$ cat src/hdl/sdw_pkg.sv
// Purpose: Shared constants for the supervisory reset and dual watchdog block.
// Assumes: 250 MHz system clock; durations count a 1 us internal tick.
// Notes:   Factory choices are module parameters; rail, order and duration defaults live here.
package sdw_pkg;
	localparam int CLK_NS        = 4;
	localparam int TICK_NS       = 1000;
	localparam int TICK_CYC      = TICK_NS / CLK_NS;
	localparam int MAN_GLITCH_NS  = 100;
	localparam int MAN_GLITCH_CYC = MAN_GLITCH_NS / CLK_NS;
	localparam int CLR_S         = 10;
	localparam int SEQ_GAP_MS    = 2;

	localparam logic [31:0] CLR_US_DEF     = 32'(CLR_S * 1000000);
	localparam logic [31:0] SEQ_GAP_US_DEF = 32'(SEQ_GAP_MS * 1000);
	localparam logic [31:0] RP_US_DEF      = 32'h0003_0D40;
	localparam logic [31:0] RP1_US_DEF     = 32'h0003_0D40;
	localparam logic [31:0] RP2_US_DEF     = 32'h0000_2710;
	localparam logic [31:0] POFF_US_DEF    = 32'h0001_86A0;
	localparam logic [1:0][31:0] WD1_OPT_DEF = {32'h0018_6A00, 32'h0001_86A0};
	localparam logic [7:0][31:0] WD2_OPT_DEF = {
		32'h07A1_2000, 32'h03D0_9000, 32'h01E8_4800, 32'h00F4_2400,
		32'h007A_1200, 32'h003D_0900, 32'h001E_8480, 32'h000F_4240};

	localparam logic [11:0] CTRL_OFS = 12'h000;
	localparam logic [11:0] STAT_OFS = 12'h004;
	localparam logic [11:0] CFG_OFS  = 12'h008;
	localparam int CTRL_MAN_BIT = 0;
	localparam int STAT_RST_BIT = 0;
	localparam int STAT_CAU_BIT = 1;
	localparam int STAT_RPN_BIT = 2;
	localparam int STAT_CPN_BIT = 3;
	localparam int STAT_MAN_BIT = 4;
	localparam int STAT_WD1_BIT = 5;
	localparam int STAT_BCK_BIT = 6;
	localparam int STAT_LDO_BIT = 7;
	localparam int STAT_ST_LSB  = 8;
	localparam int CFG_MON_LSB  = 0;
	localparam int CFG_UV_BIT   = 2;
	localparam int CFG_WD1_BIT  = 3;
	localparam int CFG_WD2_LSB  = 4;
	localparam int CFG_SEQ_LSB  = 8;
	localparam logic [31:0] CTRL_RST = 32'h0000_0000;

	localparam logic [1:0] MON_BUCK = 2'h0;
	localparam logic [1:0] MON_LDO  = 2'h1;
	localparam logic [1:0] MON_SUPPLY = 2'h2;
	localparam logic [1:0] SEQ_LDO_FIRST = 2'h0;
	localparam logic [1:0] SEQ_ALL       = 2'h3;

	typedef enum logic [2:0] {
		S_RUN  = 3'h0,
		S_HOLD = 3'h1,
		S_RP   = 3'h3,
		S_RP2  = 3'h2,
		S_POFF = 3'h6,
		S_SEQ  = 3'h7,
		S_RP1  = 3'h5
	} sdw_state_e;
endpackage : sdw_pkg

$ cat src/hdl/sdw_supervisor.sv
// Purpose: Reset supervisor with undervoltage, manual reset and two watchdogs.
// Assumes: Inputs are synchronous to sys_clk_i; rail comparators are external.
// Notes:   Open-drain pins are value, enable and readback; APB has no waits.
// How it works
// [RQ1] Reset pin is pulled low while the monitored rail is under threshold.
// [RQ2] After rail recovery or watchdog expiry, reset stays low one timeout.
// [RQ3] Monitored rail and threshold are fixed parameters, not run-time settings.
// [RQ4] Supply rail below lockout asserts reset at once when threshold is lower.
// [RQ5] Manual reset low asserts reset; release starts the reset timeout.
// [RQ6] Manual reset lows of 100 ns or less are filtered out.
// [RQ7] Any edge on the short kick restarts the short watchdog.
// [RQ8] Short watchdog expiry asserts reset followed by the reset timeout.
// [RQ9] Undervoltage reset clears both watchdogs; they wait for reset release.
// [RQ10] Lock select low: floating short kick disables the short watchdog.
// [RQ11] Lock select high: short watchdog always runs, float ignored.
// [RQ12] Short watchdog timeout is one of two factory values.
// [RQ13] Long watchdog runs in parallel; any edge of its kick restarts it.
// [RQ14] Long expiry: reset pulse, regulators off, ordered restart, reset pulse.
// [RQ15] Long watchdog timeout is one of eight factory values.
// [RQ16] Cause pin is pulled low only for a long watchdog reset.
// [RQ17] Cause pin releases 10 s after reset goes high.
// [RQ18] Other resets within 10 s of release leave the cause pin unchanged.
// [RQ19] Processor toggles both kicks inside their timeouts.
// [RQ20] Processor reads the cause pin before the clear interval ends.
// [RQ21] Processor classifies cause from the pin plus a memory signature check.
// [RQ22] Regulator restarts in sequence are 2 ms apart.
// [RQ23] Order select: 00 LDO first, 01/10 buck first, 11 together.
// [RQ24] Durations are parameters counted on an internal 1 us tick.
`timescale 1ns/1ns
module sdw_supervisor #(
	parameter logic [1:0]        MON_SEL       = sdw_pkg::MON_LDO,
	parameter logic              TH_BELOW_LOCK = 1'b0,
	parameter logic [1:0]        SEQ_SEL       = sdw_pkg::SEQ_LDO_FIRST,
	parameter logic              WD1_SEL       = 1'b0,
	parameter logic [1:0][31:0]  WD1_OPT_US    = sdw_pkg::WD1_OPT_DEF,
	parameter logic [2:0]        WD2_SEL       = 3'h0,
	parameter logic [7:0][31:0]  WD2_OPT_US    = sdw_pkg::WD2_OPT_DEF,
	parameter logic [31:0]       RP_US         = sdw_pkg::RP_US_DEF,
	parameter logic [31:0]       RP1_US        = sdw_pkg::RP1_US_DEF,
	parameter logic [31:0]       RP2_US        = sdw_pkg::RP2_US_DEF,
	parameter logic [31:0]       POFF_US       = sdw_pkg::POFF_US_DEF,
	parameter logic [31:0]       SEQ_GAP_US    = sdw_pkg::SEQ_GAP_US_DEF,
	parameter logic [31:0]       CLR_US        = sdw_pkg::CLR_US_DEF
) (
	input  wire logic        sys_clk_i,
	input  wire logic        rst_i,
	input  wire logic        psel_i,
	input  wire logic        penable_i,
	input  wire logic        pwrite_i,
	input  wire logic [11:0] paddr_i,
	input  wire logic [31:0] pwdata_i,
	output logic      [31:0] prdata_o,
	output logic             pready_o,
	output logic             pslverr_o,
	input  wire logic        buck_output_rail_low_i,
	input  wire logic        ldo_output_rail_low_i,
	input  wire logic        analog_supply_in_low_i,
	input  wire logic        undervoltage_lockout_i,
	input  wire logic        manual_reset_in_n_i,
	input  wire logic        short_wd_kick_i,
	input  wire logic        short_wd_kick_float_i,
	input  wire logic        short_wd_lock_sel_i,
	input  wire logic        long_wd_kick_i,
	input  wire logic        reset_out_n_i,
	output logic             reset_out_n_o,
	output logic             reset_out_n_oe_o,
	input  wire logic        reset_cause_out_i,
	output logic             reset_cause_out_o,
	output logic             reset_cause_out_oe_o,
	output logic             buck_enable_o,
	output logic             ldo_enable_o
);
	import sdw_pkg::*;

	localparam logic [7:0]  TICK_LAST   = 8'(TICK_CYC - 1);
	localparam logic [5:0]  MAN_CNT_LAST = 6'(MAN_GLITCH_CYC);
	localparam logic [31:0] WD1_LIM     = WD1_OPT_US[WD1_SEL]; // RQ12
	localparam logic [31:0] WD2_LIM     = WD2_OPT_US[WD2_SEL]; // RQ15

	typedef struct packed {
		sdw_state_e  state;
		logic [7:0]  tick;
		logic [31:0] tmr;
		logic [31:0] wd1;
		logic [31:0] wd2;
		logic [31:0] clr;
		logic        clr_act;
		logic        cause;
		logic        buck_en;
		logic        ldo_en;
		logic        ctrl_man;
		logic [5:0]  man_cnt;
		logic        man_low;
		logic        k1;
		logic        k2;
		logic [31:0] prdata;
		logic        pslverr;
	} sdw_st_s;

	localparam sdw_st_s ST_RST = '{state: S_RP, buck_en: 1'b1, ldo_en: 1'b1, default: '0};

	sdw_st_s     st;
	sdw_st_s     next_st;
	logic        tick;
	logic        uv;
	logic        lvl_rst;
	logic        run;
	logic        k1_edge;
	logic        k2_edge;
	logic        wd1_en;
	logic        wd1_exp;
	logic        wd2_exp;
	logic [31:0] lim;
	logic        tdone;
	logic        setup;
	logic        wr_acc;
	logic [31:0] stat_word;
	logic [31:0] cfg_word;

	assign tick = (st.tick == TICK_LAST); // RQ24
	// The rail choice is a build-time constant, so only the selected rail's comparator is used, plus the lockout input in supply mode when TH_BELOW_LOCK is set.
	assign uv = (MON_SEL == MON_BUCK) ? buck_output_rail_low_i : // RQ3
		(MON_SEL == MON_LDO) ? ldo_output_rail_low_i :
		(analog_supply_in_low_i || (TH_BELOW_LOCK && undervoltage_lockout_i)); // RQ4
	assign lvl_rst = uv || st.man_low || st.ctrl_man;
	assign run     = (st.state == S_RUN);
	assign k1_edge = (short_wd_kick_i != st.k1); // RQ7
	assign k2_edge = (long_wd_kick_i != st.k2); // RQ13
	assign wd1_en  = short_wd_lock_sel_i || !short_wd_kick_float_i; // RQ10 RQ11
	assign wd1_exp = wd1_en && !k1_edge && (st.wd1 >= WD1_LIM); // RQ8
	assign wd2_exp = !k2_edge && (st.wd2 >= WD2_LIM);
	assign tdone   = tick && ((st.tmr + 32'h1) >= lim);
	assign setup   = psel_i && !penable_i;
	assign wr_acc  = psel_i && penable_i && pwrite_i;

	always_comb begin
		case (st.state)
			S_RP:    lim = RP_US;
			S_RP1:   lim = RP1_US;
			S_RP2:   lim = RP2_US;
			S_POFF:  lim = POFF_US;
			S_SEQ:   lim = SEQ_GAP_US;
			default: lim = 32'h0000_0001;
		endcase
	end

	always_comb begin
		stat_word = 32'h0000_0000;
		stat_word[STAT_RST_BIT] = !run;
		stat_word[STAT_CAU_BIT] = st.cause;
		stat_word[STAT_RPN_BIT] = reset_out_n_i;
		stat_word[STAT_CPN_BIT] = reset_cause_out_i;
		stat_word[STAT_MAN_BIT] = st.man_low;
		stat_word[STAT_WD1_BIT] = wd1_en;
		stat_word[STAT_BCK_BIT] = st.buck_en;
		stat_word[STAT_LDO_BIT] = st.ldo_en;
		stat_word[STAT_ST_LSB +: 3] = st.state;
		cfg_word = 32'h0000_0000;
		cfg_word[CFG_MON_LSB +: 2] = MON_SEL;
		cfg_word[CFG_UV_BIT]       = TH_BELOW_LOCK;
		cfg_word[CFG_WD1_BIT]      = WD1_SEL;
		cfg_word[CFG_WD2_LSB +: 3] = WD2_SEL;
		cfg_word[CFG_SEQ_LSB +: 2] = SEQ_SEL;
	end

	always_comb begin
		next_st      = st;
		next_st.tick = tick ? 8'h00 : st.tick + 8'h01;
		next_st.k1   = short_wd_kick_i;
		next_st.k2   = long_wd_kick_i;
		next_st.tmr  = tick ? st.tmr + 32'h1 : st.tmr;

		// Low must persist past the glitch window before it counts.
		if (manual_reset_in_n_i) begin
			next_st.man_cnt = 6'h00;
			next_st.man_low = 1'b0;
		end else if (st.man_cnt == MAN_CNT_LAST) begin
			next_st.man_low = 1'b1; // RQ6
		end else begin
			next_st.man_cnt = st.man_cnt + 6'h01;
		end

		// Counters clear one cycle after reset is asserted and sit at zero while it stays asserted.
		if (!run || !wd1_en || k1_edge) begin
			next_st.wd1 = 32'h0; // RQ7 RQ9 RQ10
		end else if (tick && !wd1_exp) begin
			next_st.wd1 = st.wd1 + 32'h1;
		end
		if (!run || k2_edge) begin
			next_st.wd2 = 32'h0; // RQ9 RQ13
		end else if (tick && !wd2_exp) begin
			next_st.wd2 = st.wd2 + 32'h1;
		end

		// Clear comes first so a same-cycle long expiry still sets the flag.
		if (st.clr_act && tick) begin
			if ((st.clr + 32'h1) >= CLR_US) begin
				next_st.clr_act = 1'b0;
				next_st.cause   = 1'b0; // RQ17
			end else begin
				next_st.clr = st.clr + 32'h1;
			end
		end

		case (st.state)
			S_RUN: begin
				if (lvl_rst) begin
					next_st.state = S_HOLD; // RQ1 RQ5
				end else if (wd2_exp) begin
					next_st.state   = S_RP2; // RQ14
					next_st.cause   = 1'b1; // RQ16
					next_st.clr_act = 1'b0;
				end else if (wd1_exp) begin
					next_st.state = S_RP; // RQ8 RQ18
				end
			end
			S_HOLD: begin
				if (!lvl_rst) begin
					next_st.state = S_RP; // RQ2 RQ5
				end
			end
			S_RP: begin
				if (lvl_rst) begin
					next_st.state = S_HOLD;
				end else if (tdone) begin
					next_st.state = S_RUN; // RQ2
				end
			end
			S_RP2: begin
				if (tdone) begin
					next_st.state   = S_POFF; // RQ14
					next_st.buck_en = 1'b0;
					next_st.ldo_en  = 1'b0;
				end
			end
			S_POFF: begin
				if (tdone) begin
					next_st.state   = S_SEQ;
					next_st.ldo_en  = (SEQ_SEL == SEQ_LDO_FIRST) || (SEQ_SEL == SEQ_ALL); // RQ23
					next_st.buck_en = (SEQ_SEL != SEQ_LDO_FIRST);
				end
			end
			S_SEQ: begin
				if (SEQ_SEL == SEQ_ALL || tdone) begin
					next_st.state   = S_RP1; // RQ22
					next_st.buck_en = 1'b1;
					next_st.ldo_en  = 1'b1;
				end
			end
			S_RP1: begin
				if (lvl_rst) begin
					next_st.state = S_HOLD;
				end else if (tdone) begin
					next_st.state = S_RUN; // RQ14
				end
			end
			default: begin
				next_st.state = S_HOLD;
			end
		endcase

		if (next_st.state != st.state) begin
			next_st.tmr = 32'h0;
		end
		if (!run && next_st.state == S_RUN) begin
			next_st.clr_act = 1'b1; // RQ17
			next_st.clr     = 32'h0;
		end

		// Register bus: decode in setup, write at the access edge.
		if (setup) begin
			next_st.pslverr = 1'b0;
			if (paddr_i == CTRL_OFS) begin
				next_st.prdata = {31'h0, st.ctrl_man};
			end else if (paddr_i == STAT_OFS) begin
				next_st.prdata = stat_word;
			end else if (paddr_i == CFG_OFS) begin
				next_st.prdata = cfg_word;
			end else begin
				next_st.prdata  = 32'h0;
				next_st.pslverr = 1'b1;
			end
		end
		if (wr_acc && paddr_i == CTRL_OFS) begin
			next_st.ctrl_man = pwdata_i[CTRL_MAN_BIT];
		end
	end

	always_ff @(posedge sys_clk_i) begin
		if (rst_i) begin
			st <= ST_RST;
		end else begin
			st <= next_st;
		end
	end

	assign prdata_o             = st.prdata;
	assign pready_o             = 1'b1;
	assign pslverr_o            = st.pslverr;
	assign reset_out_n_o        = 1'b0;
	assign reset_out_n_oe_o     = !run;
	assign reset_cause_out_o    = 1'b0;
	assign reset_cause_out_oe_o = st.cause;
	assign buck_enable_o        = st.buck_en;
	assign ldo_enable_o         = st.ldo_en;
endmodule : sdw_supervisor

$ cat config.mk
export PLATFORM = sky130hd
export DESIGN_NAME = sdw_supervisor
export DESIGN_NICKNAME = d
export VERILOG_FILES = /design/src/hdl/sdw_pkg.sv /design/src/hdl/sdw_supervisor.sv
export SDC_FILE = /design/constraint.sdc
export NUM_CORES = 1
export LEC_CHECK = 0
export BUFFER_PORTS_ARGS = -buffer_cell sky130_fd_sc_hd__buf_2
export CAP_MARGIN = 20
export CORE_ASPECT_RATIO = 0.6
export CORE_UTILIZATION = 40
export CTS_BUF_LIST = sky130_fd_sc_hd__clkbuf_4
export CTS_CLUSTER_SIZE = 40
export DETAILED_ROUTE_END_ITERATION = 10
export PLACE_DENSITY_LB_ADDON = 0.15
export RECOVER_POWER = 25
export SKIP_LAST_GASP = 1
export SLEW_MARGIN = 20
export SYNTH_ARGS = -nofsm -noshare
export SYNTH_HDL_FRONTEND = slang
export SYNTH_SLANG_ARGS = --single-unit
$ cat constraint.sdc
create_clock -name sys_clk_i -period 8.3 [get_ports sys_clk_i]
set_clock_uncertainty 0.05 [all_clocks]
set_input_delay 1.66 -clock sys_clk_i [delete_from_list [all_inputs] [get_ports sys_clk_i]]
set_output_delay 1.66 -clock sys_clk_i [all_outputs]
set_load 0.02 [all_outputs]
Word level (Yosys, flattened, before mapping)
Cells that the tools add are included.

word-level totals
  register bits after elaboration = 186
  input port bits = 60
  output and inout port bits = 40
  word-level logic and storage cells = 110

cells by class
  add/sub/neg operators = 6
  magnitude comparators = 4
  equal/unequal tests = 16
  multiplexer cells = 27
  bitwise gates (word level) = 1
  reductions and logical operators = 39

operator list
  cell                     count
  $add A32 B1 Y32 const B  4
  $pmux W18 S4             1
  $ge A32 B17 Y1 const B   1
  $ge A32 B20 Y1 const B   1
  $ge A32 B24 Y1 const B   1
  $ge A32 B32 Y1           1
  $mux W32                 1
  $mux W3                  9
  $pmux W3 S6              1
  $mux W2                  8
  $reduce_or A2 Y1         7
  $eq A12 B3 Y1 const B    1
  $eq A12 B4 Y1 const B    1
  $logic_and A1 B1 Y1      12
  $logic_not A12 Y1        1
  $mux W11                 1
  $eq A3 B3 Y1 const B     3
  $add A8 B1 Y8 const B    1
  $eq A8 B8 Y1 const B     1
  $logic_not A1 Y1         8
  $add A6 B1 Y6 const B    1
  $eq A3 B2 Y1 const B     2
  $eq A6 B5 Y1 const B     1
  $logic_not A3 Y1         2
  other kinds (11)         23

Depth between registers and ports, before layout
Gate-level depths: netlist of the first run.

  word-level depth = 11
  gate-level depth with buffers = 16
  gate-level depth less buffers = 14

Worst setup path after synthesis of the first run
OpenSTA, ideal clock, no wires.

  path type = register -> register
  start = register st[146] in the netlist's numbering
  end = register st[46] in the netlist's numbering
  library setup time = 0.116 ns
  arrival = 3.559 ns
  data required time = 8.134 ns
  setup slack = 4.576 ns
  stages on the path, launching flop included = 16
  path buffers = 4
  clock period less this slack = 3.724 ns
  path through = dfxtp_1 buf_2 nand4_2 or4_1 buf_2 buf_6 nor2_1 xor2_1 ha_1 a21oi_1 nand3_1 or4_1 a2111oi_2 a211oi_2 buf_4 a31o_1

on the way
  word-level cells in the longest chain between the ends = 9
  elaborated cells on any way between the ends = 12
  classes of those cells = add/sub: 1; order compare: 1; mux: 7; reduce/logical: 3

RTL lines
  what                     RTL line                                      text
  from (decl)              sdw_supervisor.sv:102                         sdw_st_s st;
  from (signal assigned)   sdw_supervisor.sv:293                         st <= next_st;
  $add A32 B1 Y32 (*)      sdw_supervisor.sv:132                         assign tdone = tick && ((st.tmr + 32'h1) >= lim);
  $ge A32 B32 Y1 (*)       sdw_supervisor.sv:132
  $logic_and A1 B1 Y1 (*)  sdw_supervisor.sv:132
  $mux W3                  sdw_supervisor.sv:225, sdw_supervisor.sv:253
  $mux W3                  sdw_supervisor.sv:251                         if (lvl_rst) begin
  $pmux W3 S6 (*)          sdw_supervisor.sv:205                         case (st.state)
  $logic_not A3 Y1 (*)     sdw_supervisor.sv:265                         if (!run && next_st.state == S_RUN) begin
  $logic_and A1 B1 Y1 (*)  sdw_supervisor.sv:265
  $mux W1 (*)              sdw_supervisor.sv:265

Every way passes the cells marked *; elsewhere a longest branch is shown, timed or not.
A chain may end at the register's enable or synchronous reset.

Worst setup path in the final report of the first run
  start = register st[146] in the netlist's numbering
  end = register st[72] in the netlist's numbering

on the way
  word-level cells in the longest chain between the ends = 9
  elaborated cells on any way between the ends = 12
  classes of those cells = add/sub: 1; order compare: 1; mux: 6; reduce/logical: 4

RTL lines
  what                            RTL line
  $add A32 B1 Y32 (*)             sdw_supervisor.sv:132
  $ge A32 B32 Y1 (*)              sdw_supervisor.sv:132
  $logic_and A1 B1 Y1 (*)         sdw_supervisor.sv:132
  $mux W3                         sdw_supervisor.sv:225, sdw_supervisor.sv:253
  $mux W3                         sdw_supervisor.sv:251
  $pmux W3 S6 (*)                 sdw_supervisor.sv:205
  $logic_not A3 Y1 (*)            sdw_supervisor.sv:265
  $logic_and A1 B1 Y1 (*)         sdw_supervisor.sv:265
  $reduce_or A2 Y1 (no line) (*)  -

Marks and branches as above.

==> flow_summary.json, run 1 <==
{
  "run_status": "finished with violations",
  "failing_checks": "max-capacitance violations, max-slew violations",
  "placed_wire_length_estimate_microns": 15820,
  "layout.area.seq_sq_um": 3303,
  "cp_data_required_time_ps": 8720,
  "syn-cell-area_sq_um": 9447,
  "timing.final.setup_violations": 0,
  "final_design_area_no_fill_sq_um": 9940,
  "number_of_buffers_inserted_by_hold_repair_at_cts": 0,
  "filler_cell_count": 2397,
  "comb_power_share": 0.054,
  "ctsRootBufferMaster": "clkbuf_4",
  "power-per-cell-area_nw_per_um2": 133.2,
  "layout-drive-gt1-share": 0.1056,
  "remaining_drc_errors": 0,
  "placement_rows": 43,
  "via_count_of_the_first_global_routing_pass": 7080,
  "timing_hold_violations_final": 0,
  "design.portCount": 100,
  "starting_density_of_the_core": 0.4083,
  "iteration_0_drc_count_of_the_detailed_router": 708,
  "nets": 1234,
  "static_leakage_nw": 3.237,
  "cts_buffer_depth": 2,
  "globalRoute.totalOverflow": 0,
  "routabilityCongestion": 0.8454,
  "instance_count_of_the_mapped_netlist": 1163,
  "tightestPinTransition_ps": 3284,
  "grt_start_max_net_pins": 58,
  "die_area_sq_um": 24250,
  "clock_sink_count": 165,
  "fin_crit_ps": 4798,
  "core_sq_um": 23130,
  "synthTopCellsByArea": "dfxtp_1, xnor2_1, nand2_1, nor2_1, a21oi_1",
  "path_clk_slew_ps": 160,
  "flip_flop_cell_with_the_highest_count_after_synthesis": "dfxtp_1",
  "critical_path.startpoint_type": "flip-flop",
  "timing.setup.critical_path_class": "flip-flop to flip-flop",
  "critical_path_peak_fanout": 34,
  "vdd_drop_max_v": 0.00009477,
  "maxSlewHeadroom": -1.189,
  "synth-warning-count": 0,
  "clock_network_fraction_of_design_power": 0.341,
  "avgRoutedWirePerCell_microns": 15.50,
  "cts_post_setup_buffers_inserted": 0,
  "synth_cell_types": 72,
  "die-width_microns": 200.4,
  "viasPerCell": 5.503,
  "avgSynthCellArea_sq_um": 8.123,
  "power_switching_mw": 0.3801,
  "grt_pass1_wl_microns": 37640,
  "end_kind": "flip-flop",
  "final-instance-count-excl-fill": 1480,
  "synth_async_sr_flop_share": 0,
  "post-synth-top-area-fraction": 0.3497,
  "post-synth-top-area-cell": "dfxtp_1",
  "seq_power_share": 0.604,
  "htree_num_levels": 4,
  "multi_input_area_sq_um": 5620,
  "summed_negative_setup_slack_over_all_endpoints_ps": 0,
  "totalWireLength_microns": 22930,
  "syn_to_final_growth_pct": 5.219,
  "numPlacedInstances": 1448,
  "cts_tree": "yes",
  "ant_nets": 0,
  "internal-power_mw": 0.9444,
  "drt_pass1_iterations": 5,
  "synth_seq_area_share": 0.3497,
  "number_of_vias_in_the_routed_layout": 8144,
  "placed_area_sq_um": 9689,
  "ys_seq_elements": 165,
  "synth_edf_count": 0,
  "antenna_found_initial": 0,
  "cts-resized-gates": 0,
  "die-height_microns": 121.0,
  "achievable_freq_mhz": 208.4,
  "cts_made_buffers": 17,
  "report.final.slew_viol_count": 58,
  "switching_share": 0.2870,
  "n_antenna_cell": 0,
  "buffer_ports.inserted": 41,
  "clk_latency_ps": 630,
  "timing.final.crit_share": 0.5781,
  "min-delay-path-class": "flip-flop to flip-flop",
  "max_cap_violations": 1,
  "globalRouteTotalUtil": 0.1933,
  "arrival_ps": 5220,
  "grt_setup_unrepaired": "false"
}
[power by group through the flow]
stage,combinational [mW],sequential [mW],clock [mW]
after floorplan,0.0591,0.815,0
after global placement,0.0718,0.817,0
after detailed placement,0.0723,0.817,0
after CTS,0.0725,0.800,0.469
after global routing,0.0798,0.801,0.505
final,0.0721,0.800,0.452
[cells by family (layout without fill, tap and decap cells)]
kind of cell             count (synthesis)  count (layout)  share of synthesized area
XOR/XNOR                                89              89                    0.08252
flip-flops                             165             165                     0.3497
buffers and inverters                  130             110                    0.07020
AND/OR/NAND/NOR                        520             520                     0.2842
other                                    2              24                  0.0007950
AO/OA/AOI/OAI                          231             231                     0.1791
adder cells (fa/ha/maj)                 22              22                    0.02914
multiplexers                             4               4                   0.004371
[cell usage after synthesis, types with 5 or more instances]
cell type,count
buf_4,37
or4_1,10
or2_2,7
o21ai_0,37
ha_1,22
or3_1,32
nor2b_1,10
a21oi_1,67
a221oi_1,5
nand2_1,118
buf_2,11
a211oi_1,11
nor2_1,117
and4_1,13
a221oi_2,20
nand2b_1,9
clkbuf_1,49
a31oi_1,15
o31ai_1,10
and2_1,14
nor4_1,31
xnor2_1,60
and3_1,22
dfxtp_1,165
inv_1,28
a22oi_1,10
xor2_1,29
nand4_1,32
nand3_1,56
nor3_1,30
[final cells by class]
cell class              count  area share
inverters                  28     0.01057
repair buffers             50     0.02669
flip-flops and latches    165      0.3323
multi-input cells         890      0.5655
clock buffers              18     0.01360
clock inverters            14     0.01171
well taps                 315     0.03965
[critical path: stages (launching register included)]
cell,delay [ps]
dfxtp_1,530
nand4_2,300
or4_1,830
nor2_1,270
xor2_1,190
ha_1,270
a21oi_1,140
nand3_1,180
or4_1,560
a2111oi_2,520
a211oi_4,40
buf_4,310
a2111oi_1,430
[per-stage QoR]
stage / utilization / worst slack [ps] / total power [mW] / hold WS, ps
final: 0.4296 / 3502 / 1.324 / 408.6
after global routing: 0.4296 / 3239 / 1.386 / 436.6
after global placement: 0.4188 / 3800 / 0.8893 / 382.6
after CTS: 0.4297 / 3544 / 1.342 / 407.1
after floorplan: - / 4576 / 0.8745 / 372.2
after detailed placement: 0.4188 / 3624 / 0.8898 / 386.9
[cell usage in the layout, fill, tap and decap left out, types with 11 or more instances in the layout]
master / Yosys / routed
nor2_1: 117 / 117
a211oi_1: 11 / 11
ha_1: 22 / 22
nand3_1: 56 / 56
and3_1: 22 / 22
or3_1: 32 / 32
clkbuf_4: 0 / 18
dfxtp_1: 165 / 165
nand4_1: 32 / 32
xnor2_1: 60 / 60
nor4_1: 31 / 29
a221oi_2: 20 / 20
a31oi_1: 15 / 14
and4_1: 13 / 13
nand2_1: 118 / 118
buf_2: 11 / 38
nor3_1: 30 / 29
o21ai_0: 37 / 37
a21oi_1: 67 / 67
and2_1: 14 / 11
conb_1: 2 / 24
inv_1: 28 / 28
xor2_1: 29 / 29
[registers in the layout, summed over array words and instances, names as in the netlist]
register,count
st,150
prdata_o,11
buck_enable_o,1
ldo_enable_o,1
pslverr_o,1
reset_cause_out_oe_o,1
[per-layer routing]
layer  track usage  up-vias  routed length (microns)
met5             0        -                        0
met4       0.03721        0                      142
met3       0.04887       10                     1170
met2        0.2474      148                     8505
met1        0.3113     3842                    13120
li1              -     4144                        -
[worst paths after layout]
kind           start  cells past startpoint  endpoint  slack [ps]
max          st[146]                     12    st[72]        3500
min           st[78]                      2    st[78]         410
max reg2reg  st[146]                     12    st[72]        3500
min reg2reg   st[78]                      2    st[78]         410
(Power assumes the default switching activity.)
==> run 2, diff against run 1 <==
==> constraint.sdc (replaced) <==
create_clock -name sys_clk_i -period 4.67 [get_ports sys_clk_i]
set_clock_uncertainty 0.05 [all_clocks]
set_input_delay 0.934 -clock sys_clk_i [delete_from_list [all_inputs] [get_ports sys_clk_i]]
set_output_delay 0.934 -clock sys_clk_i [all_outputs]
set_load 0.02 [all_outputs]
==> run 2 against run 1 <==
  * Non-clock buffer count rose by 19
  * Fmax rose by 11%
  * Worst hold slack got worse by 3.4 ps
  * Critical path type unchanged
  * The run still ends with max-capacitance violations, max-slew violations left
  * Via count rose by 0.34%
  * Sequential share of layout area fell by 0.56 points
  * Flip-flop and latch count did not move
  * Total power rose by 86%
  * Sequential power rose by 77%
  * Die area did not move
==> flow_summary.json, run 2 (same netlist as run 1, synthesis figures left out) <==
{
  "report.final.slew_viol_count": 11,
  "die_area_sq_um": 24250,
  "failing_checks": "max-capacitance violations, max-slew violations",
  "drt_pass1_iterations": 5,
  "commonest_non_fill_non_tap_cells_in_the_layout": "dfxtp_1, nand2_1, nor2_1",
  "dpl_worst_slack_ps": 358.6,
  "post-route-util": 0.4369,
  "end_kind": "flip-flop",
  "clock_sink_count": 165,
  "grt_start_max_net_pins": 52,
  "total_power_draw_mw": 2.470,
  "grt_pass1_wl_microns": 37910,
  "maxSlewHeadroom": -0.3587,
  "number_of_vias_in_the_routed_layout": 8172,
  "ctsRootBufferMaster": "clkbuf_4",
  "ant_nets": 0,
  "design.portCount": 100,
  "n_antenna_cell": 0,
  "final_design_area_no_fill_sq_um": 10110,
  "tightestPinTransition_ps": 2019,
  "power-per-cell-area_nw_per_um2": 244.3,
  "path_clk_slew_ps": 150,
  "cp_data_required_time_ps": 5170,
  "core_sq_um": 23130,
  "mostFrequentLayoutCell": "dfxtp_1",
  "cts_tree": "yes",
  "timing.final.crit_share": 0.9275,
  "static_leakage_nw": 3.342,
  "critical_path.startpoint_type": "flip-flop",
  "crit_slowest_cell": "or4_1",
  "run_status": "finished with violations",
  "placed_wire_length_estimate_microns": 16290,
  "layout-drive-gt1-share": 0.1149,
  "vdd_drop_max_v": 0.0001794,
  "final-instance-count-excl-fill": 1499,
  "remaining_drc_errors": 0,
  "nets": 1253,
  "multi_input_area_sq_um": 5600,
  "totalWireLength_microns": 23290,
  "grt_setup_unrepaired": "false",
  "starting_density_of_the_core": 0.4083,
  "numPlacedInstances": 1465,
  "routabilityCongestion": 0.8817,
  "layout.area.seq_sq_um": 3303,
  "syn_to_final_growth_pct": 7.006,
  "cpPeakStageDelay_ps": 710,
  "timing.setup.critical_path_class": "flip-flop to flip-flop",
  "timing_hold_violations_final": 0,
  "die-width_microns": 200.4,
  "antenna_found_initial": 0,
  "placed_area_sq_um": 9831,
  "timing.final.setup_violations": 0,
  "die-height_microns": 121.0,
  "globalRouteTotalUtil": 0.1946,
  "largest-register": "st",
  "number_of_buffers_inserted_by_hold_repair_at_cts": 0,
  "globalRoute.totalOverflow": 0,
  "summed_negative_setup_slack_over_all_endpoints_ps": 0,
  "iteration_0_drc_count_of_the_detailed_router": 679,
  "htree_num_levels": 4,
  "critical_path_peak_fanout": 9,
  "cts-resized-gates": 0,
  "placement_rows": 43,
  "min-delay-path-class": "flip-flop to flip-flop",
  "avgRoutedWirePerCell_microns": 15.54,
  "filler_cell_count": 2382,
  "fin_crit_ps": 4332,
  "cts_buffer_depth": 2,
  "max_cap_violations": 1,
  "largest_register_ffs": 150,
  "timing.critical_path.cells": "nand4_2 -> or4_1 -> nor2_1 -> xor2_1 -> ha_1 -> a21oi_1 -> nand3_1 -> or4_1 -> a2111oi_2 -> a211oi_4 -> buf_4 -> buf_4 -> a221oi_1",
  "viasPerCell": 5.452,
  "via_count_of_the_first_global_routing_pass": 7164,
  "cts_made_buffers": 17,
  "arrival_ps": 4830,
  "layout_setup_ws_ps": 338.4,
  "achievable_freq_mhz": 230.9,
  "buffer_ports.inserted": 41,
  "clk_latency_ps": 640,
  "hold-worst-slack_ps": 405.2
}
==> run 2: where the power goes <==
group          leakage, nW  internal (mW)  switching, mW
logic                 1.85         0.0368         0.0983
clock network        0.159          0.340          0.576
registers             1.33           1.41        0.00541
==> run 2: cell type report <==
cell class              count  share of cell area
multi-input cells         890              0.5540
flip-flops and latches    165              0.3268
repair buffers             69             0.04109
well taps                 315             0.03899
clock inverters            13             0.01461
clock buffers              19             0.01411
inverters                  28             0.01040
==> run 2: worst max-delay path: cells and delay by family (launching register included) <==
family	cells	cell delay, ps
simple gates	5	1900
compound gates	4	1050
flops	1	500
buf+inv	2	340
fa+ha+maj	1	260
xor+xnor	1	170
==> run 2: path summary, 6_finish.rpt <==
path | startpoint | endpoint | slack, ps | depth (start not counted)
max | st[146] | st[48] | 340 | 13
min | st[78] | st[78] | 410 | 2
max reg2reg | st[146] | st[48] | 340 | 13
min reg2reg | st[78] | st[78] | 410 | 2
==> run 2: repair_timing <==
item / in CTS / in global routing
endpoints found under the hold margin: 0 / 0
setup endpoints to repair: 0 / 3
setup buffers: 0 / 2
==> run 2: metal layers <==
layer / vias up / global-route usage / share of wire
li1: 4187 / - / -
met1: 3786 / 0.3149 / 0.57
met2: 183 / 0.2428 / 0.36
met3: 16 / 0.04807 / 0.060
met4: 0 / 0.04866 / 0.0080
met5: - / 0 / 0
==> run 3, diff against run 2 <==
--- a/config.mk
+++ b/config.mk
@@ -12,7 +12,6 @@
 export CTS_BUF_LIST = sky130_fd_sc_hd__clkbuf_4
 export CTS_CLUSTER_SIZE = 40
 export DETAILED_ROUTE_END_ITERATION = 10
-export PLACE_DENSITY_LB_ADDON = 0.15
 export RECOVER_POWER = 25
 export SKIP_LAST_GASP = 1
 export SLEW_MARGIN = 20
==> run 3 against run 2 <==
  * The flow still finishes with violations (max-capacitance violations, max-slew violations)
  * Flip-flop and latch count did not move
  * First-iteration DRC count rose by 13%
  * Register-to-register slack improved by 60 ps
  * Critical path depth did not move
  * Total power fell by 3.7%
  * Setup slack improved by 60 ps
  * Via count rose by 0.38%
  * Clock-buffer cell count fell by 1
  * Cell count did not move
  * Critical path type unchanged
==> flow_summary.json, run 3 (same netlist as run 1, synthesis figures left out) <==
{
  "clk_latency_ps": 600,
  "cts_post_setup_buffers_inserted": 0,
  "post-route-util": 0.4361,
  "mostFrequentLayoutCell": "dfxtp_1",
  "htree_num_levels": 4,
  "viasPerCell": 5.472,
  "routabilityCongestion": 0.9210,
  "design.portCount": 100,
  "cts_buffer_depth": 2,
  "globalRoute.totalOverflow": 0,
  "largest_register_ffs": 150,
  "worstReg2RegStart": "st[146]",
  "fin_crit_ps": 4271,
  "timing_hold_violations_final": 0,
  "cp_data_required_time_ps": 4970,
  "placed_wire_length_estimate_microns": 16470,
  "min-delay-start": "st[78]",
  "power-per-cell-area_nw_per_um2": 235.7,
  "layout-drive-gt1-share": 0.1132,
  "failing_checks": "max-capacitance violations, max-slew violations",
  "end_kind": "flip-flop",
  "clock_sink_count": 165,
  "timing.final.setup_violations": 0,
  "remaining_drc_errors": 0,
  "largest-register": "st",
  "cts-resized-gates": 0,
  "min-delay-path-class": "flip-flop to flip-flop",
  "core_sq_um": 23130,
  "die_area_sq_um": 24250,
  "drt_pass1_iterations": 6,
  "run_status": "finished with violations",
  "cts_made_buffers": 17,
  "tightestPinTransition_ps": 2721,
  "starting_density_of_the_core": 0.4083,
  "arrival_ps": 4570,
  "cts_tree": "yes",
  "grt_pass1_wl_microns": 37690,
  "buffer_ports.inserted": 41,
  "critical_path.startpoint_type": "flip-flop",
  "totalWireLength_microns": 22920,
  "achievable_freq_mhz": 234.1,
  "grt_setup_unrepaired": "false",
  "n_antenna_cell": 0,
  "number_of_buffers_inserted_by_hold_repair_at_cts": 0,
  "die-height_microns": 121.0,
  "timing.setup.critical_path_class": "flip-flop to flip-flop",
  "via_count_of_the_first_global_routing_pass": 7155,
  "grt_start_max_net_pins": 48,
  "path_clk_slew_ps": 150,
  "max_cap_violations": 1,
  "nets": 1253,
  "maxSlewHeadroom": -0.8143,
  "crit_path_end": "st[62]",
  "worst_case_register_to_register_setup_slack_ps": 400,
  "static_leakage_nw": 3.338,
  "final_design_area_no_fill_sq_um": 10090,
  "ant_nets": 0,
  "placement_rows": 43,
  "regToRegEndpoint": "st[62]",
  "avgRoutedWirePerCell_microns": 15.29,
  "summed_negative_setup_slack_over_all_endpoints_ps": 0,
  "number_of_vias_in_the_routed_layout": 8203,
  "vdd_drop_max_v": 0.0001813,
  "report.final.slew_viol_count": 48,
  "syn_to_final_growth_pct": 6.808,
  "iteration_0_drc_count_of_the_detailed_router": 765,
  "commonest_non_fill_non_tap_cells_in_the_layout": "dfxtp_1, nand2_1, nor2_1",
  "timing.final.crit_share": 0.9146,
  "rr_worst_depth": 13,
  "critical_path_peak_fanout": 15,
  "worst_setup_path_startpoint": "st[146]",
  "die-width_microns": 200.4,
  "placed_area_sq_um": 9849,
  "ctsRootBufferMaster": "clkbuf_4",
  "antenna_found_initial": 0,
  "globalRouteTotalUtil": 0.1930
}
run 3: report_power, final:
group | internal (mW) | switching, mW | total (mW)
clock network | 0.278 | 0.548 | 0.827
logic | 0.0355 | 0.0931 | 0.129
registers | 1.41 | 0.00883 | 1.42
total | 1.73 | 0.650 | 2.38
run 3: worst min path at each step:
stage	end	slack [ps]	cells past startpoint
2_1_floorplan	st[78]	370	2
3_5_place_dp	st[78]	400	2
4_1_cts	st[78]	410	2
3_3_place_gp	st[78]	380	2
5_1_grt	st[78]	440	2
6_report	st[78]	420	2
run 3: stage by stage:
stage / std cells / hold WS, ps / power, mW / worst slack (ps)
2_1_floorplan: 1185 / 372.2 / 1.554 / 945.6
3_3_place_gp: 1467 / 380.9 / 1.581 / 647.0
3_5_place_dp: 1467 / 396.0 / 1.583 / 585.7
4_1_cts: 1499 / 413.2 / 2.415 / 540.8
5_1_grt: 1499 / 437.5 / 2.491 / 113.0
6_report: 1499 / 417.4 / 2.378 / 398.9
run 3: layout make-up:
type / count / area, sq um
clock buffers: 18 / 135.1
clock inverters: 14 / 126.4
fillers: 2375 / 13050
inverters: 28 / 105.1
multi-input cells: 890 / 5600
flip-flops and latches: 165 / 3303
well taps: 315 / 394.1
repair buffers: 69 / 425.4
run 3: critical path: stages, from the launching register on:
cell and delay, ps:
dfxtp_1 510, nand4_2 270, or4_1 580, buf_4 210
nor2_1 130, xor2_1 80, ha_1 330, o211ai_1 90
nor4_1 400, a221oi_1 170, o2111a_1 380, o221ai_4 330
buf_4 350, a221oi_2 110
run 3: routing by layer:
| metal | global-route usage | routed length [microns] | vias to the layer above |
|---|---|---|---|
| met3 | 0.03867 | 1258 | 18 |
| li1 | - | - | 4191 |
| met1 | 0.3124 | 12950 | 3791 |
| met5 | 0 | 0 | - |
| met2 | 0.2422 | 8447 | 203 |
| met4 | 0.06107 | 259 | 0 |
